$ cat config.mk
export PLATFORM = sky130hd
export DESIGN_NAME = alcc_top
export DESIGN_NICKNAME = d
export VERILOG_FILES = /design/src/shared/alcc_pkg.sv /design/src/alcc_top.sv
export SDC_FILE = /design/constraint.sdc
export NUM_CORES = 1
export LEC_CHECK = 0
export BUFFER_PORTS_ARGS = -buffer_cell sky130_fd_sc_hd__buf_2
export CORE_MARGIN = 4
export CORE_UTILIZATION = 40
export DETAILED_ROUTE_END_ITERATION = 12
export GPL_TIMING_DRIVEN = 1
export PLACE_DENSITY = 0.66
export SLEW_MARGIN = 30
export SYNTH_ARGS = -nofsm -noshare
export SYNTH_HDL_FRONTEND = slang
export SYNTH_SLANG_ARGS = --single-unit
$ cat constraint.sdc
create_clock -name ref_clk -period 2.13 [get_ports ref_clk]
set_input_delay 0.426 -clock ref_clk [delete_from_list [all_inputs] [get_ports ref_clk]]
set_output_delay 0.426 -clock ref_clk [all_outputs]
set_load 0.1 [all_outputs]
$ cat src/shared/alcc_pkg.sv
package alcc_pkg;
    // ========================================
    // register map and reset values
    localparam logic [7:0] OFF_CTRL = 8'h00;
    localparam logic [7:0] OFF_IDENT = 8'h04;
    localparam logic [7:0] OFF_CAP = 8'h08;
    localparam logic [7:0] OFF_STAT = 8'h0C;
    localparam logic [7:0] OFF_ENC = 8'h10;
    localparam logic [7:0] OFF_WIN = 8'h14;
    localparam logic [15:0] IDENT_RST = 16'h0000;
    localparam logic [1:0] CAP_RST = 2'h0;
    localparam logic [2:0] WIN_DEF = 3'h4;
    localparam logic [2:0] WIN_MIN = 3'h2;
    localparam logic [1:0] RESP_OKAY = 2'h0;
    localparam logic [1:0] RESP_SLVERR = 2'h2;
    // ========================================
    // link control byte coding
    localparam logic [2:0] ACTIV_PREFIX = 3'h3;
    localparam int RPT_BIT = 4;
    localparam int INFO_BIT = 3;
    localparam logic [2:0] CMD_READY = 3'h0;
    localparam logic [2:0] CMD_IDENT = 3'h1;
    localparam logic [2:0] CMD_POWER = 3'h2;
    localparam logic [7:0] PWR_LOW = 8'h00;
    localparam logic [5:0] CAP_RSV = 6'h00;
    localparam logic [1:0] K_NONE = 2'h0;
    localparam logic [1:0] K_INFO = 2'h1;
    localparam logic [1:0] K_SUP = 2'h2;
    localparam logic [1:0] K_UNNUM = 2'h3;
    // ========================================
    // carriers
    typedef struct packed {
        logic [1:0] kind;
        logic [2:0] ns;
        logic [2:0] nr;
        logic [1:0] stype;
        logic [4:0] modif;
    } alcc_rl_t;
    typedef struct packed {
        logic sess;
        logic link_up;
        logic with_cap;
    } alcc_ctrl_t;
    localparam alcc_ctrl_t CTRL_RST = 3'h0;
    localparam alcc_rl_t RL_RST = 15'h0000;
    // ========================================
    // reliable-link control byte codec
    function automatic logic [7:0] rl_encode(alcc_rl_t f);
        logic [7:0] b;
        b = 8'h00;
        unique case (f.kind)
            K_INFO: b = {2'h2, f.ns, f.nr};
            K_SUP: b = {3'h6, f.stype, f.nr};
            K_UNNUM: b = {3'h7, f.modif};
            default: b = 8'h00;
        endcase
        return b;
    endfunction
    function automatic alcc_rl_t rl_decode(logic [7:0] b);
        alcc_rl_t f;
        f = RL_RST;
        if (b[7] && !b[6]) begin
            f.kind = K_INFO;
            f.ns = b[5:3];
            f.nr = b[2:0];
        end else if (b[7] && !b[5]) begin
            f.kind = K_SUP;
            f.stype = b[4:3];
            f.nr = b[2:0];
        end else if (b[7]) begin
            f.kind = K_UNNUM;
            f.modif = b[4:0];
        end
        return f;
    endfunction
endpackage

$ cat src/alcc_top.sv
// Implementation choices: the AXI4-Lite slave port and the address map.
`timescale 1ns/100ps
`default_nettype none
module alcc_top (
    // clock and reset
    input wire logic ref_clk,
    input wire logic reset_n,
    // register bus
    input wire logic [7:0] s_axi_awaddr,
    input wire logic s_axi_awvalid,
    output logic s_axi_awready,
    input wire logic [31:0] s_axi_wdata,
    input wire logic [3:0] s_axi_wstrb,
    input wire logic s_axi_wvalid,
    output logic s_axi_wready,
    output logic [1:0] s_axi_bresp,
    output logic s_axi_bvalid,
    input wire logic s_axi_bready,
    input wire logic [7:0] s_axi_araddr,
    input wire logic s_axi_arvalid,
    output logic s_axi_arready,
    output logic [31:0] s_axi_rdata,
    output logic [1:0] s_axi_rresp,
    output logic s_axi_rvalid,
    input wire logic s_axi_rready,
    // payload from framer
    input wire logic link_activated,
    input wire logic rx_valid,
    input wire logic [7:0] rx_data,
    input wire logic rx_last,
    // payload to framer
    output logic tx_valid,
    output logic [7:0] tx_data,
    output logic tx_last,
    input wire logic tx_ready,
    // power state
    output logic low_power_mode
);
    typedef enum logic {TX_IDLE, TX_SEND} alcc_tx_st_t;
    // ========================================
    // bus slave
    logic aw_got_r, w_got_r, wr_en;
    logic [7:0] awaddr_r;
    logic [31:0] wdata_r, wmask_r;
    logic wr_hit;
    assign wr_en = aw_got_r && w_got_r && !s_axi_bvalid;
    assign wr_hit = awaddr_r inside {alcc_pkg::OFF_CTRL, alcc_pkg::OFF_IDENT,
        alcc_pkg::OFF_CAP, alcc_pkg::OFF_ENC, alcc_pkg::OFF_WIN,
        alcc_pkg::OFF_STAT};
    always_ff @(posedge ref_clk or negedge reset_n) begin
        if (!reset_n) begin
            aw_got_r <= 1'b0;
            w_got_r <= 1'b0;
            awaddr_r <= 8'h00;
            wdata_r <= 32'h0000_0000;
            wmask_r <= 32'h0000_0000;
            s_axi_awready <= 1'b1;
            s_axi_wready <= 1'b1;
            s_axi_bvalid <= 1'b0;
            s_axi_bresp <= alcc_pkg::RESP_OKAY;
        end else begin
            if (s_axi_awvalid && s_axi_awready) begin
                aw_got_r <= 1'b1;
                awaddr_r <= s_axi_awaddr;
                s_axi_awready <= 1'b0;
            end
            if (s_axi_wvalid && s_axi_wready) begin
                w_got_r <= 1'b1;
                wdata_r <= s_axi_wdata;
                wmask_r <= {{8{s_axi_wstrb[3]}}, {8{s_axi_wstrb[2]}},
                    {8{s_axi_wstrb[1]}}, {8{s_axi_wstrb[0]}}};
                s_axi_wready <= 1'b0;
            end
            if (wr_en) begin
                aw_got_r <= 1'b0;
                w_got_r <= 1'b0;
                s_axi_bvalid <= 1'b1;
                s_axi_bresp <= wr_hit ? alcc_pkg::RESP_OKAY :
                    alcc_pkg::RESP_SLVERR;
            end
            if (s_axi_bvalid && s_axi_bready) begin
                s_axi_bvalid <= 1'b0;
                s_axi_awready <= 1'b1;
                s_axi_wready <= 1'b1;
            end
        end
    end
    // masked write value of one register
    function automatic logic [31:0] merge(logic [31:0] old,
        logic [31:0] d, logic [31:0] m);
        return (old & ~m) | (d & m);
    endfunction
    // ========================================
    // software registers
    alcc_pkg::alcc_ctrl_t ctrl_r;
    logic [15:0] ident_r;
    logic [1:0] cap_r;
    alcc_pkg::alcc_rl_t enc_r, rl_last_r;
    logic [2:0] win_r;
    logic [31:0] wv, ident_wv, enc_wv;
    logic blocked;
    assign wv = merge(32'h0000_0000, wdata_r, wmask_r);
    assign ident_wv = merge({16'h0000, ident_r}, wdata_r, wmask_r);
    // old fields sit where software writes them, bits 22 to 8
    assign enc_wv = merge({9'h000, enc_r, 8'h00}, wdata_r, wmask_r);
    assign blocked = ctrl_r.link_up || ctrl_r.sess;
    always_ff @(posedge ref_clk or negedge reset_n) begin
        if (!reset_n) begin
            ctrl_r <= alcc_pkg::CTRL_RST;
            ident_r <= alcc_pkg::IDENT_RST;
            cap_r <= alcc_pkg::CAP_RST;
            enc_r <= alcc_pkg::RL_RST;
            win_r <= alcc_pkg::WIN_DEF;
        end else if (wr_en) begin
            unique case (awaddr_r)
                alcc_pkg::OFF_CTRL:
                    if (wmask_r[0]) ctrl_r <= wv[4:2];
                alcc_pkg::OFF_IDENT:
                    ident_r <= ident_wv[15:0];
                alcc_pkg::OFF_CAP:
                    if (wmask_r[0]) cap_r <= wv[1:0];
                alcc_pkg::OFF_ENC:
                    enc_r <= enc_wv[22:8];
                alcc_pkg::OFF_WIN:
                    // window may only be set between two and the default four
                    if (wmask_r[0] && wv[2:0] >= alcc_pkg::WIN_MIN &&
                        wv[2:0] <= alcc_pkg::WIN_DEF) begin
                        win_r <= wv[2:0];
                    end
                default: ;
            endcase
        end
    end
    // ========================================
    // receive decode
    logic rx_first_r, rx_arg_seen_r, rpt_pend_r, rsv_seen_r;
    logic [7:0] rx_hdr_r, rx_arg_r, hdr_now, arg_now;
    logic rx_end, is_activ, rpt_hit, low_hit;
    logic [2:0] cmd_now;
    assign hdr_now = rx_first_r ? rx_data : rx_hdr_r;
    assign arg_now = rx_arg_seen_r ? rx_arg_r : rx_data;
    assign rx_end = rx_valid && rx_last;
    assign is_activ = hdr_now[7:5] == alcc_pkg::ACTIV_PREFIX;
    assign cmd_now = hdr_now[2:0];
    // info flag in hdr_now[INFO_BIT] deliberately unused
    assign rpt_hit = rx_end && is_activ && !blocked &&
        hdr_now[alcc_pkg::RPT_BIT];
    assign low_hit = rx_end && is_activ && !blocked && !rx_first_r &&
        cmd_now == alcc_pkg::CMD_POWER &&
        arg_now == alcc_pkg::PWR_LOW;
    always_ff @(posedge ref_clk or negedge reset_n) begin
        if (!reset_n) begin
            rx_first_r <= 1'b1;
            rx_arg_seen_r <= 1'b0;
            rx_hdr_r <= 8'h00;
            rx_arg_r <= 8'h00;
        end else if (rx_valid) begin
            rx_first_r <= rx_last;
            if (rx_first_r) rx_hdr_r <= rx_data;
            if (!rx_first_r && !rx_arg_seen_r) rx_arg_r <= rx_data;
            rx_arg_seen_r <= !rx_last && !rx_first_r;
        end
    end
    // reliable-link frames decoded whatever came before
    always_ff @(posedge ref_clk or negedge reset_n) begin
        if (!reset_n) begin
            rl_last_r <= alcc_pkg::RL_RST;
        end else if (rx_valid && rx_first_r && rx_data[7]) begin
            rl_last_r <= alcc_pkg::rl_decode(rx_data);
        end
    end
    always_ff @(posedge ref_clk or negedge reset_n) begin
        if (!reset_n) begin
            low_power_mode <= 1'b0;
            rsv_seen_r <= 1'b0;
        end else begin
            // leaving low power belongs to an upper layer
            if (low_hit) low_power_mode <= 1'b1;
            if (rx_end && is_activ && !(cmd_now inside
                {alcc_pkg::CMD_READY, alcc_pkg::CMD_IDENT,
                alcc_pkg::CMD_POWER})) begin
                rsv_seen_r <= 1'b1;
            end
        end
    end
    // ========================================
    // transmit sequencer
    alcc_tx_st_t tx_st_r;
    logic [7:0] tbuf_r [0:3];
    logic [7:0] nb [0:3];
    logic [2:0] tlen_r, nlen, tidx_r;
    logic have_last_r, id_pend_r, rdy_pend_r, load, pick_rpt;
    logic [7:0] ctl, capb;
    logic [2:0] ncmd;
    assign pick_rpt = rpt_pend_r && have_last_r;
    assign load = tx_st_r == TX_IDLE && !blocked &&
        (pick_rpt || id_pend_r || rdy_pend_r);
    assign ncmd = id_pend_r ? alcc_pkg::CMD_IDENT : alcc_pkg::CMD_READY;
    assign ctl = {alcc_pkg::ACTIV_PREFIX, 1'b0, ctrl_r.with_cap,
        ncmd};
    assign capb = {alcc_pkg::CAP_RSV, cap_r};
    always_comb begin
        nb = tbuf_r;
        nlen = tlen_r;
        if (!pick_rpt) begin
            nb[0] = ctl;
            nb[1] = id_pend_r ? ident_r[15:8] : capb;
            nb[2] = ident_r[7:0];
            nb[3] = capb;
            nlen = 3'h1 + (id_pend_r ? 3'h2 : 3'h0) +
                (ctrl_r.with_cap ? 3'h1 : 3'h0);
            if (id_pend_r && ctrl_r.with_cap) nb[3] = capb;
            else if (id_pend_r) nb[3] = 8'h00;
        end
    end
    always_ff @(posedge ref_clk or negedge reset_n) begin
        if (!reset_n) begin
            rpt_pend_r <= 1'b0;
            id_pend_r <= 1'b0;
            rdy_pend_r <= 1'b0;
        end else begin
            // a new event beats a clear in the same cycle
            if (rpt_hit) rpt_pend_r <= 1'b1;
            else if (load || blocked) rpt_pend_r <= 1'b0;
            if (link_activated) id_pend_r <= 1'b1;
            else if (wr_en && awaddr_r == alcc_pkg::OFF_CTRL && wv[1])
                id_pend_r <= 1'b1;
            else if ((load && !pick_rpt) || blocked) id_pend_r <= 1'b0;
            if (wr_en && awaddr_r == alcc_pkg::OFF_CTRL && wv[0])
                rdy_pend_r <= 1'b1;
            else if ((load && !pick_rpt && !id_pend_r) || blocked)
                rdy_pend_r <= 1'b0;
        end
    end
    always_ff @(posedge ref_clk or negedge reset_n) begin
        if (!reset_n) begin
            tx_st_r <= TX_IDLE;
            tx_valid <= 1'b0;
            tx_data <= 8'h00;
            tx_last <= 1'b0;
            tidx_r <= 3'h0;
            tlen_r <= 3'h0;
            have_last_r <= 1'b0;
            for (int i = 0; i < 4; i++) tbuf_r[i] <= 8'h00;
        end else begin
            unique case (tx_st_r)
                TX_IDLE:
                    if (load) begin
                        tbuf_r <= nb;
                        tlen_r <= nlen;
                        have_last_r <= 1'b1;
                        tx_valid <= 1'b1;
                        tx_data <= nb[0];
                        tx_last <= nlen == 3'h1;
                        tidx_r <= 3'h1;
                        tx_st_r <= TX_SEND;
                    end
                TX_SEND:
                    if (tx_ready && tx_last) begin
                        tx_valid <= 1'b0;
                        tx_last <= 1'b0;
                        tx_st_r <= TX_IDLE;
                    end else if (tx_ready) begin
                        tx_data <= tbuf_r[tidx_r[1:0]];
                        tx_last <= tidx_r == tlen_r - 3'h1;
                        tidx_r <= tidx_r + 3'h1;
                    end
            endcase
        end
    end
    // ========================================
    // register read
    logic [31:0] rd;
    always_comb begin
        unique case (s_axi_araddr)
            alcc_pkg::OFF_CTRL: rd = {27'h0, ctrl_r, 2'h0};
            alcc_pkg::OFF_IDENT: rd = {16'h0000, ident_r};
            alcc_pkg::OFF_CAP: rd = {30'h0, cap_r};
            alcc_pkg::OFF_STAT: rd = {13'h0, rsv_seen_r, have_last_r,
                rl_last_r, tx_st_r == TX_SEND, low_power_mode};
            // nr written by software names next expected frame
            alcc_pkg::OFF_ENC: rd = {9'h0, enc_r,
                alcc_pkg::rl_encode(enc_r)};
            alcc_pkg::OFF_WIN: rd = {29'h0, win_r};
            default: rd = 32'h0000_0000;
        endcase
    end
    always_ff @(posedge ref_clk or negedge reset_n) begin
        if (!reset_n) begin
            s_axi_arready <= 1'b1;
            s_axi_rvalid <= 1'b0;
            s_axi_rdata <= 32'h0000_0000;
            s_axi_rresp <= alcc_pkg::RESP_OKAY;
        end else if (s_axi_arvalid && s_axi_arready) begin
            s_axi_arready <= 1'b0;
            s_axi_rvalid <= 1'b1;
            s_axi_rdata <= rd;
            s_axi_rresp <= (s_axi_araddr[1:0] == 2'h0 &&
                s_axi_araddr <= alcc_pkg::OFF_WIN) ?
                alcc_pkg::RESP_OKAY : alcc_pkg::RESP_SLVERR;
        end else if (s_axi_rvalid && s_axi_rready) begin
            s_axi_rvalid <= 1'b0;
            s_axi_arready <= 1'b1;
        end
    end
endmodule
`default_nettype wire

# Word level (Yosys, flattened, before mapping)
# Cells that the tools add are included.
[word_totals]
wordCells = 233
latchBits = 0
in_bits = 71
memories = 0
mem_bits_ro = 0
out_inout_bits = 52
ram_bits = 0
regBits = 218
[classes]
n_eq_ne = 23
shifts = 0
muxes = 65
addsub = 4
div = 0
bitwise = 9
order_cmp = 4
n_reduce_logical = 78
multipliers = 0
[ops]
columns = ["operator", "n"]
rows = [
  ["one-hot mux 23 bit (6 select lines)", 1],
  ["two-way mux 8 bit", 8],
  ["AND 23 bit", 2],
  ["logical AND 1 bit", 34],
  ["== test 8 x 4 -> 1 bit (second input constant)", 4],
  ["== test 8 x 5 -> 1 bit (second input constant)", 4],
  ["two-way mux 32 bit", 1],
  ["two-way mux 1 bit", 30],
  ["logical NOT 8 bit", 3],
  ["one-hot mux 8 bit (3 select lines)", 1],
  ["inverter 23 bit", 1],
  ["bitwise OR 23 bit", 1],
  ["two-way mux 3 bit", 6],
  ["AND 16 bit", 1],
  ["binary-select mux 8 bit (select 2 bit)", 1],
  ["== test 8 x 3 -> 1 bit (second input constant)", 2],
  ["two-way mux 2 bit", 8],
  ["bitwise OR 16 bit", 1],
  ["one-hot mux 8 bit (2 select lines)", 1],
  ["nonzero test 2 bit", 8],
  ["two-way mux 5 bit", 3],
  ["AND reduction 3 bit", 5],
  ["AND reduction 2 bit", 7],
  ["logical NOT 1 bit", 10],
  ["26 further kinds", 40],
]

# Longest topological paths before layout
[depth]
ltp_word = 9
ltp_mapped = 7
mapped_depth_nobuf = 6

# Least setup slack after synthesis
# No wires, ideal clock.
[synth_path]
kind = "reg2reg"
from = "register s_axi_bvalid"
to = "register (tool-made name)"
path_buffers = 1
t_arrival_ps = 2140
setup_slack_ps = -134
setup_time_ps = 125
stages_incl_launch_ff = 6
period_less_slack_ps = 2264
cell_sequence = "dfrtp_1 -> nand3b_1 -> nor4b_1 -> and3_1 -> buf_2 -> mux2_2"
[synth_rtl]
columns = ["element", "line", "rtl"]
rows = [
  ["from (decl)", "alcc_top.sv:17", "output logic s_axi_bvalid,"],
  ["from (signal assigned)", "alcc_top.sv:59", "s_axi_bvalid <= 1'b0;"],
  ["from (signal assigned)", "alcc_top.sv:77", "s_axi_bvalid <= 1'b1;"],
  ["from (signal assigned)", "alcc_top.sv:82", "s_axi_bvalid <= 1'b0;"],
]

==> flow_summary.ini <==
[clocking]
cts_made_buffers = 17
cts_tree = yes
cts_root_buf = clkbuf_16
cts_sinks = 186
cts_max_path_buffers = 2
htreeDepth = 4
clk-insertion-delay-late_ns = 0.43
clk_pin_slew_ns = 0.07

[sta]
rsz0062_at_grt = false
hold_violations = 0
setup_violations = 0
relSlewSlack_pct = 59.4
worstMarginPinSlew_ns = 0.606
fin_crit_ns = 2.00
slew_violations = 0
fin_crit_sh_pct = 94.0
fin_setup_tns_ns = 0
fin_skew_ns = 0.0119
max_freq_mhz = 500

[job]
cap_violations = 0

[yosys]
synthXorXnorAreaFrac_pct = 0.705
synth_seq_cells = 186
syn_inst = 740
synth_top_family_by_area = multiplexers
async_reset_ff_share_pct = 100
yosys_warnings = 0
synth.avg_cell_area_um2 = 11.3
synth_edf_count = 0
yosys.area_share.adder_pct = 0.450
ys_seq_area_share_pct = 55.8
ys.flop_type = dfrtp_1
synth_compound_gate_area_share_pct = 10.3
synth_area_um2 = 8350
synth_mux_area_share_pct = 15.8
ys_types = 58
synth-simple-area-share_pct = 13.4

[grt]
antenna_found_initial = 0
grt_first_pass_wirelength_um = 31900
grt_max_degree = 61
grt_pass1_vias = 5790
grt_remaining_overflow = 0
track_usage_pct = 17.2

[min_path]
hold_path_end = s_axi_wready$_DFFE_PN1P_
hold_class = in2reg
hold_depth = 2
worstHoldStart = s_axi_wvalid

[setup_path]
r2r_start = s_axi_bvalid$_DFFE_PN0P_
rrSetupSlack_ns = 0.13
worst_r2r_path_depth = 4
crit_type = reg2reg
worstPathMaxFanout = 7
endpoint_kind = flip-flop
cp.required_ns = 2.44
cp-start-kind = flip-flop
cp.arrival_ns = 2.32
crit_start = s_axi_bvalid$_DFFE_PN0P_

[drt]
avgViaCountPerCell = 5.21
dr_total_vias = 5918
drt_pass1_iterations = 5
ant_nets = 0
drt_iter0_markers = 347
post_drt_wl_per_cell_um = 17.4
drt_wl_total_um = 19800
drc = 0

[floorplanning]
die_width_um = 152
initial_utilization_pct = 41.0
die_h_um = 152
ios = 123
rows = 52
die_area_um2 = 23200
coreArea_um2 = 20400

[place]
numPortBuffers = 101
hpwl_um = 14700
place_congestion = 0.897
post-place-cells = 1103

[layout]
num-nets-final = 927
drive_gt1_share_pct = 32.8
num_antenna_cells = 0
fillCellCount = 1847
area_growth_pct = 18.5
final_cells = 1136

[power]
ir_drop_mv = 0.488
power_density_nw_per_um2 = 1170
power_leakage_nw = 4.67

[status]
status = complete, no violations
## worst max-delay path by stage
stage	end	slack [ns]	cells after the start
finish	flip-flop	0.13	4
global route	flip-flop	0.01	4
CTS	cap_r[0]$_DFFE_PN0P_	0.06	4
detailed placement	flip-flop	-0.04	4
global placement	flip-flop	0.07	4
floorplan	flip-flop	0.08	5
## kinds of logic after synthesis
group,Yosys count
and+or+nand+nor,232
muxes,118
DFF,186
adders and majority gates,3
buffers and inverters,65
other,1
xor gates and xnor gates,5
AOI/OAI and AO/OA,130
## through the flow
step                hold slack (ns)  util, %  power, mW  setup slack (ns)  cell area [um2]
finish                        0.160     48.6       11.6             0.128             9890
global route                  0.136     48.6       12.2            0.0120             9890
CTS                           0.138     48.5       11.7            0.0594             9880
detailed placement            0.450     45.6       8.65           -0.0395             9290
global placement              0.444     45.6       8.55            0.0720             9290
floorplan                     0.130        -       7.69            0.0830             8390
## layout by cell type, fill, tap and decap left out, types with 16 or more instances in the layout
cell and count:
mux2_2 102, a22o_1 19, buf_2 100, a22oi_1 19, nor2_1 19, o21ai_0 50, clkbuf_16 17, inv_1 16
dfrtp_1 180, buf_4 27, nand2_1 125
## critical path: stages (launching register included)
cell and delay, ns:
dfrtp_2 0.43, nand3b_1 0.29, nor4b_2 0.38, and3_1 0.41, mux2_2 0.38
## where the power goes
group,leakage [nW],internal (mW),switching [mW]
combinational,2.00,1.21,2.38
clock,0.285,1.58,1.45
sequential,2.39,4.30,0.684
total,4.67,7.09,4.51
## what timing repair did
action | 4_1_cts | 5_1_grt
buffers inserted | 0 | 0
endpoints found under the setup margin | 15 | 4
hold buffers | 1 | 0
hold endpoints to repair | 17 | 0
gates resized for setup | 2 | 3
## cell type report
type                            count  area [um2]  area share [%]
Sequential cell                   186        4660            47.1
Multi-Input combinational cell    499        3460            35.0
Timing Repair Buffer              133         805            8.13
Clock buffer                       18         439            4.44
Tap cell                          270         338            3.41
Clock inverter                     14         129            1.30
Inverter                           16        60.1           0.607
## cells in the mapped netlist, types with 4 or more instances
master	count	share of area, %
a31oi_1	4	0.30
a21oi_1	12	0.72
o21ai_0	50	3.0
a32oi_1	4	0.42
nand3_1	13	0.78
a22oi_1	19	1.7
mux2_2	102	14
nand3b_1	7	0.63
nor3_1	7	0.42
mux2i_1	15	1.8
buf_4	11	0.99
buf_2	6	0.36
nor2_1	19	0.85
clkbuf_1	31	1.4
dfrtp_1	181	54
and2_1	8	0.60
a22o_1	19	2.0
nand2b_1	8	0.60
nor4_1	10	0.75
dfstp_2	5	1.6
nor2b_1	9	0.67
and3_1	6	0.45
inv_1	16	0.72
nand2_1	125	5.6
## per-layer routing
metal / track usage [%] / vias up / part of all wire [%]
li1: - / 2851 / -
met1: 25.4 / 2882 / 49
met2: 25.4 / 163 / 44
met3: 3.78 / 22 / 5.4
met4: 5.43 / 0 / 1.9
met5: 0 / - / 0
Power figures use the tool's default switching activity.
